File: src/include/trim_bank_cfg.svh
// constants for the converter offset and fine-gain trim bank
// Function
// RQ1: core A phase-90 input B offset, calibration only
// RQ2: core B input A offset, both modes
// RQ3: core B input B offset, both modes
// RQ4: fine gain core A bank 0, dual mode
// RQ5: fine gain core A bank 1, dual mode
// RQ6: fine gain core B bank 0, dual mode
// RQ7: fine gain core B bank 1, dual mode
// RQ8: defaults load from fuse storage
// RQ9: reads return stored value, reserved bits kept
`ifndef TRIM_BANK_CFG_SVH
`define TRIM_BANK_CFG_SVH
`define ADDR_W 12
`define OFS_A90_INB 12'h34A
`define OFS_B_INA 12'h34C
`define OFS_B_INB 12'h34E
`define GAIN_A0 12'h350
`define GAIN_A1 12'h351
`define GAIN_B0 12'h352
`define GAIN_B1 12'h353
`define OFS_W 16
`define OFS_FIELD_W 12
`define GAIN_W 8
`define GAIN_FIELD_W 5
`define OFS_RESET 16'h0000
`define GAIN_RESET 8'h00
`endif

File: src/include/trim_bank_pkg.sv
// types for the trim bank
package trim_bank_pkg;
    typedef enum logic [1:0] {
        SEL_NONE,
        SEL_A90_INB,
        SEL_B_INA,
        SEL_B_INB
    } offset_sel_t;
    typedef logic [15:0] word_t;
endpackage

File: src/design/trim_bank.sv
// offset and fine-gain trim register bank with correction outputs
//
// Strobed register access was decided locally.
`include "trim_bank_cfg.svh"

module trim_bank #(
    parameter int ADDR_W = `ADDR_W
) (
    input wire logic sys_clk,
    input wire logic rst,
    input wire logic clk_en,
    input wire logic [ADDR_W-1:0] addr,
    input wire logic [15:0] wdata,
    input wire logic wr_stb,
    input wire logic rd_stb,
    output logic [15:0] rdata,
    input wire logic fuse_load,
    input wire logic [15:0] fuse_ofs_a90_inb,
    input wire logic [15:0] fuse_ofs_b_ina,
    input wire logic [15:0] fuse_ofs_b_inb,
    input wire logic [7:0] fuse_gain_a0,
    input wire logic [7:0] fuse_gain_a1,
    input wire logic [7:0] fuse_gain_b0,
    input wire logic [7:0] fuse_gain_b1,
    input wire logic fg_cal_en,
    input wire logic dual_mode,
    input wire logic core_a_phase90,
    input wire logic core_a_on_input_b,
    input wire logic core_b_on_input_b,
    output logic [11:0] core_a_offset,
    output logic [11:0] core_b_offset,
    output logic [4:0] core_a_bank0_gain,
    output logic [4:0] core_a_bank1_gain,
    output logic [4:0] core_b_bank0_gain,
    output logic [4:0] core_b_bank1_gain
);

    // the map decode needs the full documented address width
    if (ADDR_W < `ADDR_W) begin : g_addr_chk
        $error("trim_bank: address too narrow for map");
    end

    logic [15:0] offset_trim_core_a_phase90_input_b_r;
    logic [15:0] offset_trim_core_b_input_a_r;
    logic [15:0] offset_trim_core_b_input_b_r;
    logic [7:0] fine_gain_core_a_bank0_dual_r;
    logic [7:0] fine_gain_core_a_bank1_dual_r;
    logic [7:0] fine_gain_core_b_bank0_dual_r;
    logic [7:0] fine_gain_core_b_bank1_dual_r;
    logic [11:0] a_addr;

    assign a_addr = addr[11:0];

    // fuse load wins over a write in the same cycle so factory values land
    always_ff @(posedge sys_clk) begin
        if (rst) begin
            offset_trim_core_a_phase90_input_b_r <= `OFS_RESET;
            offset_trim_core_b_input_a_r <= `OFS_RESET;
            offset_trim_core_b_input_b_r <= `OFS_RESET;
        end else if (clk_en) begin
            if (fuse_load) begin
                offset_trim_core_a_phase90_input_b_r <= fuse_ofs_a90_inb; // see RQ8
                offset_trim_core_b_input_a_r <= fuse_ofs_b_ina; // see RQ8
                offset_trim_core_b_input_b_r <= fuse_ofs_b_inb; // see RQ8
            end else if (wr_stb) begin
                unique case (a_addr)
                    `OFS_A90_INB: offset_trim_core_a_phase90_input_b_r <= wdata;
                    `OFS_B_INA: offset_trim_core_b_input_a_r <= wdata;
                    `OFS_B_INB: offset_trim_core_b_input_b_r <= wdata;
                    default: ;
                endcase
            end
        end
    end

    always_ff @(posedge sys_clk) begin
        if (rst) begin
            fine_gain_core_a_bank0_dual_r <= `GAIN_RESET;
            fine_gain_core_a_bank1_dual_r <= `GAIN_RESET;
            fine_gain_core_b_bank0_dual_r <= `GAIN_RESET;
            fine_gain_core_b_bank1_dual_r <= `GAIN_RESET;
        end else if (clk_en) begin
            if (fuse_load) begin
                fine_gain_core_a_bank0_dual_r <= fuse_gain_a0; // see RQ8
                fine_gain_core_a_bank1_dual_r <= fuse_gain_a1; // see RQ8
                fine_gain_core_b_bank0_dual_r <= fuse_gain_b0; // see RQ8
                fine_gain_core_b_bank1_dual_r <= fuse_gain_b1; // see RQ8
            end else if (wr_stb) begin
                unique case (a_addr)
                    `GAIN_A0: fine_gain_core_a_bank0_dual_r <= wdata[7:0];
                    `GAIN_A1: fine_gain_core_a_bank1_dual_r <= wdata[7:0];
                    `GAIN_B0: fine_gain_core_b_bank0_dual_r <= wdata[7:0];
                    `GAIN_B1: fine_gain_core_b_bank1_dual_r <= wdata[7:0];
                    default: ;
                endcase
            end
        end
    end

    // read data valid after an enabled strobe, zero after other enabled cycles, held while clk_en is low
    always_ff @(posedge sys_clk) begin
        if (rst) begin
            rdata <= 16'h0000;
        end else if (clk_en) begin
            rdata <= 16'h0000;
            if (rd_stb) begin
                unique case (a_addr)
                    `OFS_A90_INB: rdata <= offset_trim_core_a_phase90_input_b_r; // see RQ9
                    `OFS_B_INA: rdata <= offset_trim_core_b_input_a_r; // see RQ9
                    `OFS_B_INB: rdata <= offset_trim_core_b_input_b_r; // see RQ9
                    `GAIN_A0: rdata <= {8'h00, fine_gain_core_a_bank0_dual_r};
                    `GAIN_A1: rdata <= {8'h00, fine_gain_core_a_bank1_dual_r};
                    `GAIN_B0: rdata <= {8'h00, fine_gain_core_b_bank0_dual_r};
                    `GAIN_B1: rdata <= {8'h00, fine_gain_core_b_bank1_dual_r};
                    default: rdata <= 16'h0000;
                endcase
            end
        end
    end

    trim_bank_pkg::offset_sel_t a_sel;
    trim_bank_pkg::offset_sel_t b_sel;

    always_comb begin
        a_sel = trim_bank_pkg::SEL_NONE;
        if (fg_cal_en && core_a_phase90 && core_a_on_input_b) begin
            a_sel = trim_bank_pkg::SEL_A90_INB; // see RQ1
        end
        b_sel = trim_bank_pkg::SEL_NONE;
        if (fg_cal_en) begin
            b_sel = core_b_on_input_b ? trim_bank_pkg::SEL_B_INB
                                      : trim_bank_pkg::SEL_B_INA;
        end
    end

    // reserved upper bits never reach the correction path
    always_ff @(posedge sys_clk) begin
        if (rst) begin
            core_a_offset <= 12'h000;
            core_b_offset <= 12'h000;
        end else if (clk_en) begin
            core_a_offset <= (a_sel == trim_bank_pkg::SEL_A90_INB)
                ? offset_trim_core_a_phase90_input_b_r[11:0] : 12'h000; // see RQ1
            unique case (b_sel)
                trim_bank_pkg::SEL_B_INA:
                    core_b_offset <= offset_trim_core_b_input_a_r[11:0]; // see RQ2
                trim_bank_pkg::SEL_B_INB:
                    core_b_offset <= offset_trim_core_b_input_b_r[11:0]; // see RQ3
                default: core_b_offset <= 12'h000;
            endcase
        end
    end

    // gains drive only in dual mode; single-mode trims live elsewhere
    always_ff @(posedge sys_clk) begin
        if (rst) begin
            core_a_bank0_gain <= 5'h00;
            core_a_bank1_gain <= 5'h00;
            core_b_bank0_gain <= 5'h00;
            core_b_bank1_gain <= 5'h00;
        end else if (clk_en) begin
            core_a_bank0_gain <= dual_mode
                ? fine_gain_core_a_bank0_dual_r[4:0] : 5'h00; // see RQ4
            core_a_bank1_gain <= dual_mode
                ? fine_gain_core_a_bank1_dual_r[4:0] : 5'h00; // see RQ5
            core_b_bank0_gain <= dual_mode
                ? fine_gain_core_b_bank0_dual_r[4:0] : 5'h00; // see RQ6
            core_b_bank1_gain <= dual_mode
                ? fine_gain_core_b_bank1_dual_r[4:0] : 5'h00; // see RQ7
        end
    end

    a_a90_gated: assert property (@(posedge sys_clk) disable iff (rst) // see RQ1
        clk_en && !fg_cal_en |=> core_a_offset == 12'h000)
        else $error("core A offset applied without calibration");

    a_a90_applied: assert property (@(posedge sys_clk) disable iff (rst) // see RQ1
        clk_en && fg_cal_en && core_a_phase90 && core_a_on_input_b
        |=> core_a_offset == $past(offset_trim_core_a_phase90_input_b_r[11:0]))
        else $error("core A offset not applied");

    a_b_ina: assert property (@(posedge sys_clk) disable iff (rst) // see RQ2
        clk_en && fg_cal_en && !core_b_on_input_b
        |=> core_b_offset == $past(offset_trim_core_b_input_a_r[11:0]))
        else $error("core B input A offset wrong");

    a_b_inb: assert property (@(posedge sys_clk) disable iff (rst) // see RQ3
        clk_en && fg_cal_en && core_b_on_input_b
        |=> core_b_offset == $past(offset_trim_core_b_input_b_r[11:0]))
        else $error("core B input B offset wrong");

    a_gain_a0: assert property (@(posedge sys_clk) disable iff (rst) // see RQ4
        clk_en && wr_stb && !fuse_load && a_addr == `GAIN_A0 && dual_mode
        ##1 clk_en && dual_mode && !wr_stb && !fuse_load
        |=> core_a_bank0_gain == $past(wdata[4:0], 2))
        else $error("gain A0 write not applied");

    a_gain_a1: assert property (@(posedge sys_clk) disable iff (rst) // see RQ5
        clk_en && dual_mode |=> core_a_bank1_gain
            == $past(fine_gain_core_a_bank1_dual_r[4:0]))
        else $error("gain A1 not applied");

    a_gain_b0: assert property (@(posedge sys_clk) disable iff (rst) // see RQ6
        clk_en && dual_mode |=> core_b_bank0_gain
            == $past(fine_gain_core_b_bank0_dual_r[4:0]))
        else $error("gain B0 not applied");

    a_gain_b1: assert property (@(posedge sys_clk) disable iff (rst) // see RQ7
        clk_en && dual_mode |=> core_b_bank1_gain
            == $past(fine_gain_core_b_bank1_dual_r[4:0]))
        else $error("gain B1 not applied");

    a_fuse_load: assert property (@(posedge sys_clk) disable iff (rst) // see RQ8
        clk_en && fuse_load |=> offset_trim_core_b_input_a_r
            == $past(fuse_ofs_b_ina))
        else $error("fuse value not loaded");

    a_read_back: assert property (@(posedge sys_clk) disable iff (rst) // see RQ9
        clk_en && wr_stb && !fuse_load && a_addr == `OFS_B_INB
        ##1 clk_en && !wr_stb && !fuse_load
        ##1 clk_en && rd_stb && !wr_stb && !fuse_load && a_addr == `OFS_B_INB
        |=> rdata == $past(wdata, 3))
        else $error("read back differs from write");

    a_rdata_idle: assert property (@(posedge sys_clk) disable iff (rst) // see RQ9
        clk_en && !rd_stb |=> rdata == 16'h0000)
        else $error("read data not cleared after read");

    a_gain_upper: assert property (@(posedge sys_clk) disable iff (rst) // see RQ9
        clk_en && rd_stb && a_addr == `GAIN_B1 |=> rdata[15:8] == 8'h00)
        else $error("gain read shows upper byte");

    a_wr_a90: assert property (@(posedge sys_clk) disable iff (rst) // see RQ9
        clk_en && wr_stb && !fuse_load && a_addr == `OFS_A90_INB
        |=> offset_trim_core_a_phase90_input_b_r == $past(wdata))
        else $error("offset write not stored");

    a_wr_gain_b1: assert property (@(posedge sys_clk) disable iff (rst) // see RQ7
        clk_en && wr_stb && !fuse_load && a_addr == `GAIN_B1
        |=> fine_gain_core_b_bank1_dual_r == $past(wdata[7:0]))
        else $error("gain write not stored");

    a_fuse_wins: assert property (@(posedge sys_clk) disable iff (rst) // see RQ8
        clk_en && fuse_load && wr_stb
        |=> offset_trim_core_a_phase90_input_b_r == $past(fuse_ofs_a90_inb))
        else $error("write beat fuse load");

    a_b_gated: assert property (@(posedge sys_clk) disable iff (rst) // see RQ2
        clk_en && !fg_cal_en |=> core_b_offset == 12'h000)
        else $error("core B offset applied without calibration");

    a_a90_other: assert property (@(posedge sys_clk) disable iff (rst) // see RQ1
        clk_en && !(core_a_phase90 && core_a_on_input_b)
        |=> core_a_offset == 12'h000)
        else $error("core A offset applied off its phase");

    a_gain_single: assert property (@(posedge sys_clk) disable iff (rst) // see RQ4
        clk_en && !dual_mode |=> core_a_bank0_gain == 5'h00
            && core_a_bank1_gain == 5'h00 && core_b_bank0_gain == 5'h00
            && core_b_bank1_gain == 5'h00)
        else $error("gain applied outside dual mode");

    // a frozen block must hold its outputs; read data, both offsets and the core A bank 0 gain are checked
    a_freeze: assert property (@(posedge sys_clk) disable iff (rst) // see RQ9
        !clk_en |=> $stable(rdata) && $stable(core_a_offset)
            && $stable(core_b_offset) && $stable(core_a_bank0_gain))
        else $error("state moved while clock enable low");

endmodule

File: config.mk
export PLATFORM = sky130hd
export DESIGN_NAME = trim_bank
export DESIGN_NICKNAME = d
export VERILOG_FILES = /design/src/include/trim_bank_pkg.sv /design/src/design/trim_bank.sv
export VERILOG_INCLUDE_DIRS = /design/src /design/src/include
export SDC_FILE = /design/constraint.sdc
export NUM_CORES = 1
export LEC_CHECK = 0
export BUFFER_PORTS_ARGS = -buffer_cell sky130_fd_sc_hd__buf_2
export CORE_ASPECT_RATIO = 1.25
export CORE_UTILIZATION = 53
export CTS_CLUSTER_DIAMETER = 30
export DETAILED_ROUTE_END_ITERATION = 10
export GPL_TIMING_DRIVEN = 0
export PLACE_DENSITY = 0.8
export SLEW_MARGIN = 10
export SYNTH_ARGS = -nofsm -noshare
export SYNTH_HDL_FRONTEND = slang
export SYNTH_SLANG_ARGS = --single-unit
File: constraint.sdc
create_clock -name sys_clk -period 2 [get_ports sys_clk]
set_input_delay 0.1 -clock sys_clk [delete_from_list [all_inputs] [get_ports sys_clk]]
set_output_delay 0.1 -clock sys_clk [all_outputs]
set_load 0.02 [all_outputs]
==> results.json <==
{
  "drtPass1Iterations": 9,
  "hold_class": "input port to flop",
  "synth.cell_area_sq_um": 6935,
  "remaining_drc_errors": 0,
  "grtUsageTotal_pct": 33.23,
  "path_max_fanout": 10,
  "cpMostUsedCell": "buf_2",
  "finalCriticalPeriod_ns": 1.628,
  "die_h_microns": 129.9,
  "cts_hold_buf": 2,
  "grt_pass1_vias": 6573,
  "r2r_cells": 4,
  "rsz0062_at_grt": "no",
  "reg2reg_from": "offset_trim_core_b_input_b_r[5]$_SDFFE_PP0P_",
  "period_share_pct": 81.42,
  "path_cells": "buf_2 > clkbuf_1 > buf_2 > buf_1 > a221oi_1 > a211oi_1",
  "cts_setup_buffers": 0,
  "yosysWarnings": 0,
  "grt-ovfl-total": 0,
  "drtIter0Drc": 565,
  "dp.cells": 1170,
  "p_leak_nw": 3.702,
  "synth_area_leaders": "dfxtp_1 40%, nand2_1 6.3%, a21oi_1 6.1%",
  "fin_cells": 1205,
  "worst_pin_slew_ns": 0.7280,
  "h-tree-depth": 4,
  "cts_sinks": 140,
  "yosysMostFrequentCell": "dfxtp_1",
  "ctsRootBufferMaster": "clkbuf_16",
  "start_util_pct": 54.52,
  "yosys-top-cells-count": "140 x dfxtp_1, 116 x nand2_1, 99 x nor2_1",
  "worstSetupStartpointType": "input port",
  "vias": 6986,
  "slew_headroom_pct": 51.47,
  "cts.clk_slew.worst_paths_ns": 0.06,
  "cts_inserted_buffers": 17,
  "synth-edff-count": 0,
  "vias_per_cell": 5.798,
  "synth_top_area_share_pct": 40.41,
  "row_count": 46,
  "path_delay_family": "buffers and inverters",
  "clk_latency_ns": 0.43,
  "synth_ff_type": "dfxtp_1",
  "place.gp.congestion": 0.9756,
  "avgRoutedWirePerCell_microns": 19.04,
  "vdd_ir_drop_max_mv": 0.5532,
  "setup-tns-final_ns": 0,
  "fmaxAchievable_mhz": 614.1,
  "reg2reg_slack_ns": 0.85,
  "critical_path_class": "input port to flop",
  "drv_cap": 0,
  "syn_to_final_growth_pct": 23.99,
  "pin_count": 179,
  "crit_buf_inv": 4,
  "hp-start": "wdata[12]",
  "ant_nets": 0,
  "skew_ns": 0.009742,
  "seq_area_frac_synth_pct": 40.41,
  "wl_microns": 22940,
  "critPathCaptureType": "flop",
  "worstPathArrival_ns": 1.96,
  "grt_antenna_before_repair": 0,
  "grt_pass1_wl_microns": 34370,
  "async_flop_share_pct": 0,
  "syn_nets": 947,
  "status": "completed",
  "finalSetupViolCount": 0,
  "yosysTopAreaCell": "dfxtp_1",
  "cts_tree": "yes",
  "clockBufferDepth": 2,
  "max_stage_delay_ns": 0.54,
  "ys_seq_elements": 140,
  "worst_path_max_delay_cell": "buf_1",
  "yosysUniqueCellTypes": 43,
  "final_layout_size_suffix_gt1_share_pct": 28.96,
  "required_ns": 2.33,
  "fp.dieW_microns": 104.3,
  "maxSlewViolCount": 0,
  "dp_hpwl_microns": 17130,
  "hold_depth": 2,
  "cts_resized": 0,
  "power.density_nw_per_um2": 799.9,
  "whs_endpoint": "offset_trim_core_b_input_a_r[12]$_SDFFE_PP0P_",
  "portBuffers": 174,
  "die-area_sq_um": 13550,
  "fin_nets": 1142,
  "avgSynthCellArea_sq_um": 8.376,
  "fp.coreArea_sq_um": 12720,
  "syn_inst": 828,
  "finalHoldViolCount": 0,
  "grt_max_degree": 17,
  "rr_endpoint": "rdata[5]$_SDFFE_PP0P_"
}
-- where the power goes --
group	internal (mW)	switching (mW)	total, mW
clock network	1.68	1.31	2.99
logic	0.363	0.510	0.873
registers	2.91	0.103	3.02
total	4.95	1.92	6.88
-- kinds of logic (layout without fill, tap and decap cells) --
family,Yosys count,in the layout,synth area share (%)
mux,28,28,5.701
simple gates,328,328,23.58
other cells,0,1,0
compound gates,215,215,22.66
flops,140,140,40.41
buf+inv,117,325,7.649
-- per-layer routing --
layer	track usage [%]	share of wire, %
met1	39.26	39
met2	57.19	48
met3	6.444	9.0
met4	18.32	4.5
met5	0	0
-- per-stage QoR --
| stage | worst slack [ns] | total power [mW] | hold slack [ns] | instance area (sq um) | utilization (%) |
|---|---|---|---|---|---|
| after global placement | 0.06773 | 3.900 | 0.4180 | 8016 | 63.02 |
| after global routing | 0.3432 | 7.068 | 0.0001640 | 8597 | 67.59 |
| after floorplan | 0.4983 | 3.567 | 0.2935 | 6935 | - |
| after CTS | 0.4589 | 6.843 | 0.002750 | 8597 | 67.59 |
| after detailed placement | 0.05056 | 3.914 | 0.4174 | 8016 | 63.02 |
| final | 0.3716 | 6.879 | 0.006134 | 8600 | 67.61 |
-- sequential cells by signal, summed over array words and instances, names as in the netlist --
name	flops
rdata	16
fine_gain_core_b_bank1_dual_r	8
core_a_bank0_gain	5
core_a_offset	12
offset_trim_core_b_input_b_r	16
fine_gain_core_b_bank0_dual_r	8
fine_gain_core_a_bank0_dual_r	8
fine_gain_core_a_bank1_dual_r	8
offset_trim_core_a_phase90_input_b_r	16
core_b_bank1_gain	5
offset_trim_core_b_input_a_r	16
core_b_offset	12
core_b_bank0_gain	5
core_a_bank1_gain	5
-- worst reg2reg max path, stage by stage, from the launching register on --
cell	delay [ns]
dfxtp_1	0.34
mux2i_1	0.25
nor2_1	0.07
a221oi_1	0.25
a22oi_1	0.11
-- worst max path at each step --
| stage | from | to | slack, ns | cells past startpoint |
|---|---|---|---|---|
| 2_1_floorplan | addr[11] | offset_trim_core_b_input_a_r[10]$_SDFFE_PP0P_ | 0.50 | 6 |
| 3_3_place_gp | clk_en | offset_trim_core_a_phase90_input_b_r[8]$_SDFFE_PP0P_ | 0.07 | 7 |
| 3_5_place_dp | clk_en | offset_trim_core_a_phase90_input_b_r[8]$_SDFFE_PP0P_ | 0.05 | 7 |
| 4_1_cts | clk_en | offset_trim_core_a_phase90_input_b_r[8]$_SDFFE_PP0P_ | 0.46 | 7 |
| 5_1_grt | clk_en | core_a_bank1_gain[4]$_SDFFE_PP0P_ | 0.34 | 7 |
| 6_report | fuse_load | offset_trim_core_a_phase90_input_b_r[8]$_SDFFE_PP0P_ | 0.37 | 6 |
-- area by class of cell --
cell class | instances | area [sq um]
multi-input cells | 571 | 3602
clock inverters | 13 | 107.6
fillers | 1115 | 4120
well taps | 168 | 210.2
plain buffers | 69 | 350.3
clock buffers | 19 | 452.9
repair buffers | 176 | 890.9
flip-flops and latches | 140 | 2803
inverters | 48 | 180.2
diodes | 1 | 2.502
-- cell usage in the layout (no fill, tap or decap), types with 12 or more instances in the layout --
master	n
inv_1	48
nor2_1	99
a21oi_1	84
clkbuf_16	17
nand2_1	116
clkbuf_1	39
buf_2	184
nand2b_1	28
mux2_2	12
nor2b_1	34
dfxtp_1	140
a221oi_1	16
a211oi_1	45
o221a_2	32
nand3_1	20
Power figures use the tool's default switching activity.
